--- src/verilog/wdtu_defs.vh ---
// Contract
// free-running divider sets timeout flag on interval
// interrupt only with watchdog and global enable (the irq output ignores the global enable)
// interrupt and reset paths are independent
// restart bit restarts count and self-clears
// select bits pick 2^17/20/23/26 clock timeout
// timeout sets flag bit 3 regardless of enable
// reset 512 clocks after timeout when enabled
// reset lasts two machine cycles, sets cause flag
// power-on reset disables the watchdog
// external or watchdog reset restarts count only
// power-up flag set at power-up, software clears
// hardware never clears timeout flag
// cause flag kept unless enabled reset fires; code also clears it on power-on and takes software writes
// protected bits need AAh then 55h unlock
// simple timer use: disable both, poll flag
// interval select resets to zero
// unlock window closes after few cycles or write
// restart clears divider and pending countdown
`ifndef WDTU_DEFS_VH
`define WDTU_DEFS_VH
`define WDTU_OFF_CTRL 4'h0
`define WDTU_OFF_CLKCTL 4'h4
`define WDTU_OFF_KEY 4'h8
`define WDTU_OFF_IRQSTAT 4'hC
`define WDTU_OFF_IRQCLR 5'h10
`define WDTU_OFF_IRQEN 5'h14
`define WDTU_OFF_GIE 5'h18
`define WDTU_BIT_RESTART 0
`define WDTU_BIT_RSTEN 1
`define WDTU_BIT_CAUSE 2
`define WDTU_BIT_TOUT 3
`define WDTU_BIT_PWRUP 6
`define WDTU_BIT_SELLO 6
`define WDTU_BIT_SELHI 7
`define WDTU_CTRL_RW_MASK 8'h4E
`define WDTU_KEY_FIRST 8'hAA
`define WDTU_KEY_SECOND 8'h55
`define WDTU_UNLOCK_CYCLES 3'h4
`define WDTU_RESET_DELAY 10'h200
`define WDTU_RESET_LEN 5'h18
`define WDTU_DIV_WIDTH 26
`define WDTU_NUM_IRQ 2
`define WDTU_IRQ_TIMEOUT 0
`define WDTU_IRQ_WDRESET 1
`endif

--- src/verilog/wdtu_divider.v ---
`timescale 1ns/1ns
`include "wdtu_defs.vh"
module wdtu_divider #(
    parameter W = `WDTU_DIV_WIDTH
) (
    input wire clk,
    input wire restart,
    input wire [1:0] sel,
    output reg tick_ff
);
    reg [W-1:0] cnt_ff;
    reg [W-1:0] nxt_cnt;
    reg hit;
    always @* begin
        nxt_cnt = cnt_ff + {{(W-1){1'b0}}, 1'b1};
        case (sel)
            2'h0: hit = &cnt_ff[16:0];
            2'h1: hit = &cnt_ff[19:0];
            2'h2: hit = &cnt_ff[22:0];
            default: hit = &cnt_ff[W-1:0];
        endcase
    end
    always @(posedge clk) begin
        if (restart) begin
            cnt_ff <= {W{1'b0}};
            tick_ff <= 1'b0;
        end else begin
            cnt_ff <= nxt_cnt;
            tick_ff <= hit;
        end
    end
endmodule // wdtu_divider

--- src/verilog/wdtu_top.v ---
`timescale 1ns/1ns
`include "wdtu_defs.vh"
module wdtu_top (
    input wire clk,
    input wire reset,
    input wire power_on_reset,
    input wire ext_reset,
    input wire [31:0] s_axi_awaddr,
    input wire s_axi_awvalid,
    output wire s_axi_awready,
    input wire [31:0] s_axi_wdata,
    input wire [3:0] s_axi_wstrb,
    input wire s_axi_wvalid,
    output wire s_axi_wready,
    output reg [1:0] s_axi_bresp,
    output reg s_axi_bvalid,
    input wire s_axi_bready,
    input wire [31:0] s_axi_araddr,
    input wire s_axi_arvalid,
    output wire s_axi_arready,
    output reg [31:0] s_axi_rdata,
    output reg [1:0] s_axi_rresp,
    output reg s_axi_rvalid,
    input wire s_axi_rready,
    output wire wd_irq_req,
    output reg wd_sys_reset_ff,
    output wire irq
);
    // power-on and external reset inputs pass three synchroniser flops and a filter flop
    reg [2:0] por_sync_ff;
    reg [2:0] ext_sync_ff;
    reg por_ff;
    reg ext_ff;
    always @(posedge clk) begin
        if (reset) begin
            por_sync_ff <= 3'h0;
            ext_sync_ff <= 3'h0;
            por_ff <= 1'b0;
            ext_ff <= 1'b0;
        end else begin
            por_sync_ff <= {por_sync_ff[1:0], power_on_reset};
            ext_sync_ff <= {ext_sync_ff[1:0], ext_reset};
            if (por_sync_ff[1] == por_sync_ff[2])
                por_ff <= por_sync_ff[2];
            if (ext_sync_ff[1] == ext_sync_ff[2])
                ext_ff <= ext_sync_ff[2];
        end
    end

    // write channel capture
    reg aw_ff;
    reg w_ff;
    reg [4:0] awaddr_ff;
    reg [31:0] wdata_ff;
    reg wstrb0_ff;
    assign s_axi_awready = ~aw_ff & ~s_axi_bvalid;
    assign s_axi_wready = ~w_ff & ~s_axi_bvalid;
    wire aw_take = s_axi_awvalid & s_axi_awready;
    wire w_take = s_axi_wvalid & s_axi_wready;
    wire have_aw = aw_ff | aw_take;
    wire have_w = w_ff | w_take;
    wire wr_go = have_aw & have_w & ~s_axi_bvalid;
    wire [4:0] wr_addr = aw_take ? s_axi_awaddr[4:0] : awaddr_ff;
    wire [31:0] wr_data = w_take ? s_axi_wdata : wdata_ff;
    wire wr_lane0 = w_take ? s_axi_wstrb[0] : wstrb0_ff;
    wire wr_ok = wr_go & wr_lane0;

    function wr_hit;
        input [4:0] a;
        input [4:0] off;
        begin
            wr_hit = (a[4:2] == off[4:2]);
        end
    endfunction

    wire wr_ctrl = wr_ok & wr_hit(wr_addr, {1'b0, `WDTU_OFF_CTRL});
    wire wr_clk = wr_ok & wr_hit(wr_addr, {1'b0, `WDTU_OFF_CLKCTL});
    wire wr_key = wr_ok & wr_hit(wr_addr, {1'b0, `WDTU_OFF_KEY});
    wire wr_iclr = wr_ok & wr_hit(wr_addr, `WDTU_OFF_IRQCLR);
    wire wr_ien = wr_ok & wr_hit(wr_addr, `WDTU_OFF_IRQEN);
    wire wr_gie = wr_ok & wr_hit(wr_addr, `WDTU_OFF_GIE);
    wire wr_mapped = wr_hit(wr_addr, {1'b0, `WDTU_OFF_CTRL})
        | wr_hit(wr_addr, {1'b0, `WDTU_OFF_CLKCTL}) | wr_hit(wr_addr, {1'b0, `WDTU_OFF_KEY})
        | wr_hit(wr_addr, {1'b0, `WDTU_OFF_IRQSTAT}) | wr_hit(wr_addr, `WDTU_OFF_IRQCLR)
        | wr_hit(wr_addr, `WDTU_OFF_IRQEN) | wr_hit(wr_addr, `WDTU_OFF_GIE);
    wire wr_addr_ok = (s_axi_awaddr[31:5] == 27'h0);
    reg aw_hi_bad_ff;

    always @(posedge clk) begin
        if (reset) begin
            aw_ff <= 1'b0;
            w_ff <= 1'b0;
            awaddr_ff <= 5'h00;
            wdata_ff <= 32'h00000000;
            wstrb0_ff <= 1'b0;
            aw_hi_bad_ff <= 1'b0;
            s_axi_bvalid <= 1'b0;
            s_axi_bresp <= 2'h0;
        end else begin
            if (aw_take) begin
                awaddr_ff <= s_axi_awaddr[4:0];
                aw_hi_bad_ff <= ~wr_addr_ok;
            end
            if (w_take) begin
                wdata_ff <= s_axi_wdata;
                wstrb0_ff <= s_axi_wstrb[0];
            end
            if (wr_go) begin
                aw_ff <= 1'b0;
                w_ff <= 1'b0;
                s_axi_bvalid <= 1'b1;
                s_axi_bresp <= (wr_mapped & ~(aw_take ? ~wr_addr_ok : aw_hi_bad_ff))
                    ? 2'h0 : 2'h2;
            end else begin
                if (aw_take)
                    aw_ff <= 1'b1;
                if (w_take)
                    w_ff <= 1'b1;
                if (s_axi_bvalid & s_axi_bready)
                    s_axi_bvalid <= 1'b0;
            end
        end
    end

    // timed-access unlock window
    localparam KS_IDLE = 2'h0;
    localparam KS_HALF = 2'h1;
    localparam KS_OPEN = 2'h2;
    reg [1:0] key_state_ff;
    reg [1:0] nxt_key_state;
    reg [2:0] key_cnt_ff;
    wire key_open = (key_state_ff == KS_OPEN);
    wire prot_write = wr_ctrl & key_open;
    always @* begin
        nxt_key_state = key_state_ff;
        case (key_state_ff)
            KS_IDLE: begin
                if (wr_key && wr_data[7:0] == `WDTU_KEY_FIRST)
                    nxt_key_state = KS_HALF;
            end
            KS_HALF: begin
                if (wr_key)
                    nxt_key_state = (wr_data[7:0] == `WDTU_KEY_SECOND) ? KS_OPEN : KS_IDLE;
                else if (key_cnt_ff == `WDTU_UNLOCK_CYCLES)
                    nxt_key_state = KS_IDLE;
            end
            KS_OPEN: begin
                if (prot_write || wr_key || key_cnt_ff == `WDTU_UNLOCK_CYCLES)
                    nxt_key_state = KS_IDLE;
            end
            default: nxt_key_state = KS_IDLE;
        endcase
    end
    always @(posedge clk) begin
        if (reset) begin
            key_state_ff <= KS_IDLE;
            key_cnt_ff <= 3'h0;
        end else begin
            key_state_ff <= nxt_key_state;
            if (nxt_key_state != key_state_ff)
                key_cnt_ff <= 3'h0;
            else if (key_state_ff != KS_IDLE)
                key_cnt_ff <= key_cnt_ff + 3'h1;
        end
    end

    // control bits
    reg pwrup_ff;
    reg tout_ff;
    reg cause_ff;
    reg rsten_ff;
    reg [1:0] sel_ff;
    reg gie_ff;
    reg [`WDTU_NUM_IRQ-1:0] irq_stat_ff;
    reg [`WDTU_NUM_IRQ-1:0] irq_en_ff;
    reg [9:0] rst_cnt_ff;
    reg rst_pend_ff;
    reg [4:0] rst_len_ff;
    reg por_seen_ff;
    wire tick;
    wire restart_wr = prot_write & wr_data[`WDTU_BIT_RESTART];
    wire por_rise = por_ff & ~por_seen_ff;
    wire wd_reset_fire = rst_pend_ff & (rst_cnt_ff == `WDTU_RESET_DELAY - 10'h1);
    wire ext_restart = ext_ff | wd_sys_reset_ff;
    wire div_restart = restart_wr | ext_restart | reset | por_ff;

    wdtu_divider #(
        .W(`WDTU_DIV_WIDTH)
    ) u_div (
        .clk(clk),
        .restart(div_restart),
        .sel(sel_ff),
        .tick_ff(tick)
    );

    always @(posedge clk) begin
        if (reset) begin
            pwrup_ff <= 1'b0;
            tout_ff <= 1'b0;
            cause_ff <= 1'b0;
            rsten_ff <= 1'b0;
            sel_ff <= 2'h0;
            gie_ff <= 1'b0;
            irq_en_ff <= {`WDTU_NUM_IRQ{1'b0}};
            por_seen_ff <= 1'b0;
        end else begin
            por_seen_ff <= por_ff;
            if (por_ff) begin
                rsten_ff <= 1'b0;
                cause_ff <= 1'b0;
                sel_ff <= 2'h0;
            end else begin
                if (prot_write)
                    rsten_ff <= wr_data[`WDTU_BIT_RSTEN];
                if (wd_reset_fire & rsten_ff)
                    cause_ff <= 1'b1;
                else if (wr_ctrl)
                    cause_ff <= wr_data[`WDTU_BIT_CAUSE];
                if (wr_clk)
                    sel_ff <= {wr_data[`WDTU_BIT_SELHI], wr_data[`WDTU_BIT_SELLO]};
            end
            if (por_rise)
                pwrup_ff <= 1'b1;
            else if (wr_ctrl)
                pwrup_ff <= wr_data[`WDTU_BIT_PWRUP];
            if (tick)
                tout_ff <= 1'b1;
            else if (prot_write)
                tout_ff <= wr_data[`WDTU_BIT_TOUT];
            if (wr_gie)
                gie_ff <= wr_data[0];
            if (wr_ien)
                irq_en_ff <= wr_data[`WDTU_NUM_IRQ-1:0];
        end
    end

    // reset countdown and pulse
    always @(posedge clk) begin
        if (reset || por_ff || restart_wr || ext_ff) begin
            rst_pend_ff <= 1'b0;
            rst_cnt_ff <= 10'h000;
        end else if (tick & rsten_ff & ~rst_pend_ff) begin
            rst_pend_ff <= 1'b1;
            rst_cnt_ff <= 10'h000;
        end else if (rst_pend_ff) begin
            if (wd_reset_fire | ~rsten_ff)
                rst_pend_ff <= 1'b0;
            rst_cnt_ff <= rst_cnt_ff + 10'h001;
        end
    end
    always @(posedge clk) begin
        if (reset || por_ff) begin
            wd_sys_reset_ff <= 1'b0;
            rst_len_ff <= 5'h00;
        end else if (wd_reset_fire & rsten_ff) begin
            wd_sys_reset_ff <= 1'b1;
            rst_len_ff <= `WDTU_RESET_LEN;
        end else if (rst_len_ff != 5'h00) begin
            rst_len_ff <= rst_len_ff - 5'h01;
            if (rst_len_ff == 5'h01)
                wd_sys_reset_ff <= 1'b0;
        end
    end

    assign wd_irq_req = tout_ff & irq_en_ff[`WDTU_IRQ_TIMEOUT] & gie_ff;

    // sticky interrupt status, set wins over clear
    wire [`WDTU_NUM_IRQ-1:0] irq_evt = {wd_reset_fire & rsten_ff, tick};
    wire [`WDTU_NUM_IRQ-1:0] irq_clr = wr_iclr ? wr_data[`WDTU_NUM_IRQ-1:0]
        : {`WDTU_NUM_IRQ{1'b0}};
    genvar gi;
    generate
        for (gi = 0; gi < `WDTU_NUM_IRQ; gi = gi + 1) begin : g_irq
            always @(posedge clk) begin
                if (reset)
                    irq_stat_ff[gi] <= 1'b0;
                else if (irq_evt[gi])
                    irq_stat_ff[gi] <= 1'b1;
                else if (irq_clr[gi])
                    irq_stat_ff[gi] <= 1'b0;
            end
        end
    endgenerate
    assign irq = |(irq_stat_ff & irq_en_ff);

    // read channel
    assign s_axi_arready = ~s_axi_rvalid;
    wire [4:0] ra = s_axi_araddr[4:0];
    reg [31:0] rd_val;
    reg rd_bad;
    always @* begin
        rd_val = 32'h00000000;
        rd_bad = (s_axi_araddr[31:5] != 27'h0);
        case (ra[4:2])
            3'h0: rd_val[7:0] = {1'b0, pwrup_ff, 2'h0, tout_ff, cause_ff, rsten_ff, 1'b0};
            3'h1: rd_val[7:0] = {sel_ff, 6'h00};
            3'h2: rd_val[7:0] = {6'h00, key_state_ff};
            3'h3: rd_val[`WDTU_NUM_IRQ-1:0] = irq_stat_ff;
            3'h4: rd_val = 32'h00000000;
            3'h5: rd_val[`WDTU_NUM_IRQ-1:0] = irq_en_ff;
            3'h6: rd_val[0] = gie_ff;
            default: rd_bad = 1'b1;
        endcase
    end
    always @(posedge clk) begin
        if (reset) begin
            s_axi_rvalid <= 1'b0;
            s_axi_rdata <= 32'h00000000;
            s_axi_rresp <= 2'h0;
        end else if (s_axi_arvalid & s_axi_arready) begin
            s_axi_rvalid <= 1'b1;
            s_axi_rdata <= rd_bad ? 32'h00000000 : rd_val;
            s_axi_rresp <= rd_bad ? 2'h2 : 2'h0;
        end else if (s_axi_rvalid & s_axi_rready) begin
            s_axi_rvalid <= 1'b0;
        end
    end
endmodule // wdtu_top

--- config.mk ---
export PLATFORM = sky130hd
export DESIGN_NAME = wdtu_top
export DESIGN_NICKNAME = d
export VERILOG_FILES = /design/src/verilog/wdtu_divider.v /design/src/verilog/wdtu_top.v
export VERILOG_INCLUDE_DIRS = /design/src /design/src/verilog
export SDC_FILE = /design/constraint.sdc
export NUM_CORES = 1
export LEC_CHECK = 0
export ABC_AREA = 0
export ABC_CLOCK_PERIOD_IN_PS = 2620
export BUFFER_PORTS_ARGS = -buffer_cell sky130_fd_sc_hd__buf_2
export CORE_MARGIN = 5
export CORE_UTILIZATION = 40
export DETAILED_ROUTE_END_ITERATION = 16
export PLACE_DENSITY = 0.68
export SETUP_SLACK_MARGIN = 0.5
export SLEW_MARGIN = 20
export SYNTH_ARGS = -nofsm -noshare
export SYNTH_HDL_FRONTEND = slang
export SYNTH_HIERARCHICAL = 1
export SYNTH_SLANG_ARGS = --single-unit
--- constraint.sdc ---
create_clock -name clk -period 2.62 [get_ports clk]
set_clock_uncertainty 0.2 [all_clocks]
set_input_delay 0.131 -clock clk [delete_from_list [all_inputs] [get_ports clk]]
set_output_delay 0.131 -clock clk [all_outputs]
set_load 0.02 [all_outputs]
* After elaboration in Yosys (flattened, before gate mapping)
Cells that the tools add are included.
** Storage, ports and cells
- Register bits after elaboration :: 124
- Bits of input ports :: 109
- Output and inout bits :: 44
- Logic and storage cells :: 188
** Cells by class
- $add $sub $neg :: 4
- Equality and inequality tests :: 24
- Muxes and demuxes :: 41
- Bitwise gates (word level) :: 49
- Reduce and logical (&&, ||, !) cells :: 35
** Operator list (number)
- 27-bit zero test :: 1
- 27-bit nonzero test :: 1
- 26-bit by 1-bit adder with 26-bit output (second input constant) :: 1
- 1-bit bitwise AND :: 26
- 26-bit AND reduction :: 1
- 1-bit two-way mux :: 23
- 23-bit AND reduction :: 1
- 3-bit equality test (second input constant) :: 7
- 20-bit AND reduction :: 1
- 2-bit nonzero test :: 10
- 17-bit AND reduction :: 1
- 2-bit two-way mux :: 8
- 8-bit two-way mux :: 2
- 5-bit two-way mux :: 3
- 1-bit OR :: 13
- 3-bit by 2-bit equality test with 1-bit output (second input constant) :: 4
- 6-bit one-hot mux with 2 select lines :: 1
- 2-bit OR reduction :: 6
- 10-bit by 1-bit adder with 10-bit output (second input constant) :: 1
- 10-bit by 9-bit equality test with 1-bit output (second input constant) :: 1
- 1-bit NOT :: 9
- 8-bit by 7-bit equality test with 1-bit output (second input constant) :: 1
- 8-bit equality test (second input constant) :: 1
- 1-bit one-hot mux with 4 select lines :: 2
- 18 further kinds :: 28

* Longest topological paths before layout
- Depth after elaboration :: 15
- Depth in mapped cells :: 11
- Depth with buffers taken out :: 8

* Cells and area by module
Netlist, hierarchy kept.
** Modules (own cells, without submodules)
- wdtu_top :: instances 1, cells each 384, area each 3404.5 µm², seq. area each 1341.3 µm²
- wdtu_divider :: instances 1, cells each 139, area each 1203.7 µm², seq. area each 540.5 µm²

* Worst setup path before layout
OpenSTA, ideal clock, no wires.
- Path kind :: register to register
- From :: register s_axi_bvalid
- To :: register u_div.tick_ff
- Setup time :: 0.058 ns
- Data arrival time :: 2.683 ns
- Data required time :: 2.362 ns
- Setup slack :: -0.321 ns
- Cell stages (with the launch flop) :: 12
- Path buffers :: 3
- Clock period less this slack :: 2.941 ns
- Cells stage by stage :: dfxtp_1 > buf_2 > or3b_1 > buf_4 > mux2_2 > nand4_2 > o21ai_0 > or2_2 > clkbuf_1 > nand2b_1 > a2111oi_0 > a21o_1
** Between the ends
- Word-level cells in the longest chain between the ends :: 13
- Elaborated cells on any way between the ends :: 20
- Classes of those cells :: mux (3); bitwise (16); reduce/logical (1)
** RTL lines
- from (decl) :: RTL line wdtu_top.v:16 : output reg s_axi_bvalid,
- from (signal assigned) :: RTL line wdtu_top.v:97 : s_axi_bvalid <= 1'b0;
- from (signal assigned) :: RTL line wdtu_top.v:111 : s_axi_bvalid <= 1'b1;
- from (signal assigned) :: RTL line wdtu_top.v:120 : s_axi_bvalid <= 1'b0;
- 1-bit NOT * :: RTL line wdtu_top.v:56, wdtu_top.v:57, wdtu_top.v:62
- 1-bit bitwise AND, on equally long branches :: RTL line wdtu_top.v:56, wdtu_top.v:57
- 1-bit bitwise AND, on equally long branches :: RTL line wdtu_top.v:58, wdtu_top.v:59
- 1-bit OR, on equally long branches :: RTL line wdtu_top.v:60, wdtu_top.v:61
- 1-bit bitwise AND (2 in a row) :: RTL line wdtu_top.v:62 : wire wr_go = have_aw & have_w & ~s_axi_bvalid;
- 1-bit bitwise AND :: RTL line wdtu_top.v:66 : wire wr_ok = wr_go & wr_lane0;
- 1-bit bitwise AND :: RTL line wdtu_top.v:76 : wire wr_ctrl = wr_ok & wr_hit(wr_addr, {1'b0, `WDTU_OFF_CTRL});
- 1-bit bitwise AND :: RTL line wdtu_top.v:133 : wire prot_write = wr_ctrl & key_open;
- 1-bit bitwise AND * :: RTL line wdtu_top.v:181 : wire restart_wr = prot_write & wr_data[`WDTU_BIT_RESTART];
- 1-bit OR * (3 in a row) :: RTL line wdtu_top.v:185 : wire div_restart = restart_wr | ext_restart | reset | por_ff;
- via div_restart :: RTL line wdtu_top.v:185
- to (signal assigned) :: RTL line wdtu_divider.v:29 : tick_ff <= hit;
- to (decl) :: RTL line wdtu_divider.v:9 : output reg tick_ff
Mark *: on every way through the listed nets, which the timed path passes. The rest lies on a longest branch.
A chain may end at the register's enable or synchronous reset.

* Worst setup path in the final report
Ends and elaborated chain as after synthesis.

==> impl_metrics.py <==
metrics = {
    "place": {
        "dpl.cell_count": 749,
        "port_buffers": 93,
        "place_hpwl_um": 8090,
        "gp_congestion": 0.803,
    },
    "cts": {
        "clkLatencyLatePin_ps": 340,
        "cts.clk_slew.worst_paths_ps": 60,
        "cts_root_buffer": "clkbuf_16",
        "clock_path_buffers": 2,
        "htreeDepth": 3,
        "clock_sinks": 94,
        "cts_buffers": 9,
        "cts_tree": "built",
    },
    "timing": {
        "rsz0062_at_grt": "true",
        "min_period_ps": 2190,
        "finalSetupViolations": 0,
        "tightest_slew_ps": 696,
        "relSlewSlack_pct": 53.2,
        "finalHoldViolations": 0,
        "tns_ps": 0,
        "fin_crit_sh_pct": 83.6,
        "max_freq_ghz": 0.456,
        "drv_slew": 0,
    },
    "grt": {
        "track_usage_pct": 15.5,
        "antenna_found_initial": 0,
        "overflow": 0,
        "grt_start_max_net_pins": 43,
        "grt_pass1_wl_um": 18200,
        "grt_pass1_vias": 3952,
    },
    "yosys": {
        "ys_async_sr_fraction_pct": 0,
        "yosys_warnings": 6,
        "ys_seq_area_share_pct": 40.8,
        "synth_top_area_share_pct": 40.8,
        "synth.cell_area_um2": 4610,
        "ys_ff_latch": 94,
        "synth-edff-count": 0,
        "synth.top_cells.by_area": "dfxtp_1 (41%), nor2_1 (5.9%), buf_4 (4.7%)",
        "synth_cell_types": 66,
        "synth.avg_cell_area_um2": 8.81,
        "synth_most_common_cell": "dfxtp_1",
        "netlist_top_cells_count": "dfxtp_1 (94), nor2_1 (72), buf_4 (29)",
        "yosysTopAreaCell": "dfxtp_1",
        "synth_cells": 523,
        "synthFlopType": "dfxtp_1",
    },
    "floorplan": {
        "core_um2": 11400,
        "ios": 153,
        "die_x_um": 117,
        "die_area_um2": 13800,
        "rows": 39,
        "fp.dieH_um": 117,
        "start_util_pct": 40.5,
    },
    "routing": {
        "vias": 4077,
        "wirelength_um": 11100,
        "drcViolationCount": 0,
        "via_per_inst": 5.14,
        "firstDrtPassIters": 4,
        "ant_nets": 0,
        "drt-wirelength-per-cell_um": 14.0,
        "drt_iter0_drc": 169,
    },
    "critical_path": {
        "slowest_stage": "or3b_4",
        "ff2ff_setup_slack_ps": 430,
        "timing.rr.start": "s_axi_bvalid",
        "crit_path_max_fanout": 4,
        "cp.depth": 8,
        "end_kind": "flip-flop",
        "worstSetupPathType": "reg -> reg",
        "critPathTopFamily": "simple AND/OR/NAND/NOR gates",
        "cp.arrival_ps": 2280,
        "crit_chain": "or3b_4, mux2_4, nand4_4, o21ai_2, or2_4, nand2b_4, a2111oi_4, a21o_1",
        "startpoint_type": "flip-flop",
        "regToRegEndpoint": "u_div/tick_ff",
        "critical-path-max-stage-delay_ps": 420,
        "critPathRequiredTime_ps": 2700,
        "path_buf_inv": 0,
        "worst-r2r-cell-count": 8,
    },
    "min_path": {
        "hp-class": "in -> reg",
        "hold_path_end": "wstrb0_ff",
        "hp-start": "s_axi_wstrb[0]",
        "holdPathStages": 3,
    },
    "run_status": {
        "outcome": "finished, final reports clean",
    },
    "power_and_ir_drop": {
        "leakage_nw": 2.31,
        "ir_worst_vdd_uv": 343,
        "p_per_area_nw_per_um2": 571,
    },
    "cells_and_area": {
        "seqCellArea_um2": 1900,
        "antenna_cells": 0,
        "multi_input_area_um2": 2570,
        "syn2layout_area_growth_pct": 26.0,
        "post_route_cells_drive_above_1_share_pct": 27.5,
        "fin_cells": 793,
        "finalNetCount": 762,
        "n_fill_cell": 1049,
    },
    "run": {
        "cap_violations": 0,
    },
}
stage by stage:
step	utilization (%)	total power [mW]	hold slack, ps	area, um2	worst slack [ps]
after floorplan	-	1.95	31.1	4790	74.3
after global placement	45.6	2.05	124	5190	185
after detailed placement	45.6	2.07	139	5190	128
after CTS	50.0	3.31	14.2	5690	427
after global routing	51.1	3.46	49.2	5810	322
final	51.1	3.32	21.2	5810	429
area by class of cell:
| class | count | area share [%] |
|---|---|---|
| clock buffer | 11 | 4.35 |
| sequential | 94 | 32.8 |
| timing repair buffer | 132 | 13.8 |
| multi-input combinational | 389 | 44.2 |
| tap | 143 | 3.08 |
| inverter | 20 | 1.29 |
| clock inverter | 4 | 0.388 |
routing by layer:
metal / share of wire (%) / global-route usage [%] / up-vias
met5: 0 / 0 / -
met4: 1.9 / 5.80 / 0
met3: 3.6 / 2.89 / 17
met2: 51 / 27.7 / 82
met1: 44 / 18.4 / 1915
li1: - / - / 2063
worst min-delay path, cell delays in order:
cell    delay (ps)
buf_2           90
mux2_4         180
and2_1         120
logic make-up after synthesis:
family,synth area share (%)
flip-flops,40.8
XOR/XNOR,4.56
buffers and inverters,8.09
AND/OR/NAND/NOR,27.8
other,0.0814
multiplexers,5.29
adder cells (fa/ha/maj),1.90
AO/OA/AOI/OAI,11.4
power breakdown:
group	internal, mW	switching, mW	total, mW
registers	1.49	0.0554	1.54
logic	0.251	0.309	0.560
clock network	0.684	0.529	1.21
total	2.42	0.894	3.32
how the worst max path moves through the flow:
stage | startpoint | end | slack, ps
after CTS | aw_ff | u_div/tick_ff | 430
after global placement | aw_ff | u_div/tick_ff | 190
after detailed placement | aw_ff | u_div/tick_ff | 130
after floorplan | s_axi_bvalid | u_div/tick_ff | 70
after global routing | s_axi_bvalid | u_div/tick_ff | 320
final | s_axi_bvalid | u_div/tick_ff | 430
cell usage in the layout (no fill, tap or decap), drive strengths merged, types with 5 or more instances in the layout:
master       Yosys  layout
buf             34     117
dfxtp           94      94
nor2            72      72
conb             1      28
nand2           26      26
a21oi           25      25
inv             20      20
o21ai           19      19
nor4            19      19
xnor2           16      16
mux2i           16      16
dlygate4sd3      0      15
nand3           14      14
nor3            14      14
nand4           14      14
nor2b           12      12
clkbuf          13      11
or3             10      10
a211oi           9       9
xor2             8       8
nor4bb           8       8
ha               7       7
mux2             6       6
or4              5       5
flip-flops by register name, summed over array words and instances, names as in the netlist, 2 cells and up:
signal and flops:
wdata_ff 8, rst_cnt_ff 10, key_cnt_ff 3, por_sync_ff 3, key_state_ff 2, awaddr_ff 3
sel_ff 2, irq_en_ff 2, u_div/cnt_ff 26, irq_stat_ff 2, s_axi_rdata 6, ext_sync_ff 3
rst_len_ff 5
timing repair:
item | 4_1_cts | 5_1_grt
cloned | 0 | 0
hold endpoints to repair | 17 | 1
setup endpoints to repair | 50 | 40
gates resized for setup | 11 | 19
hold buffers | 14 | 1
setup buffers | 8 | 6
pin swaps | 3 | 5
Power figures use the tool's default switching activity.
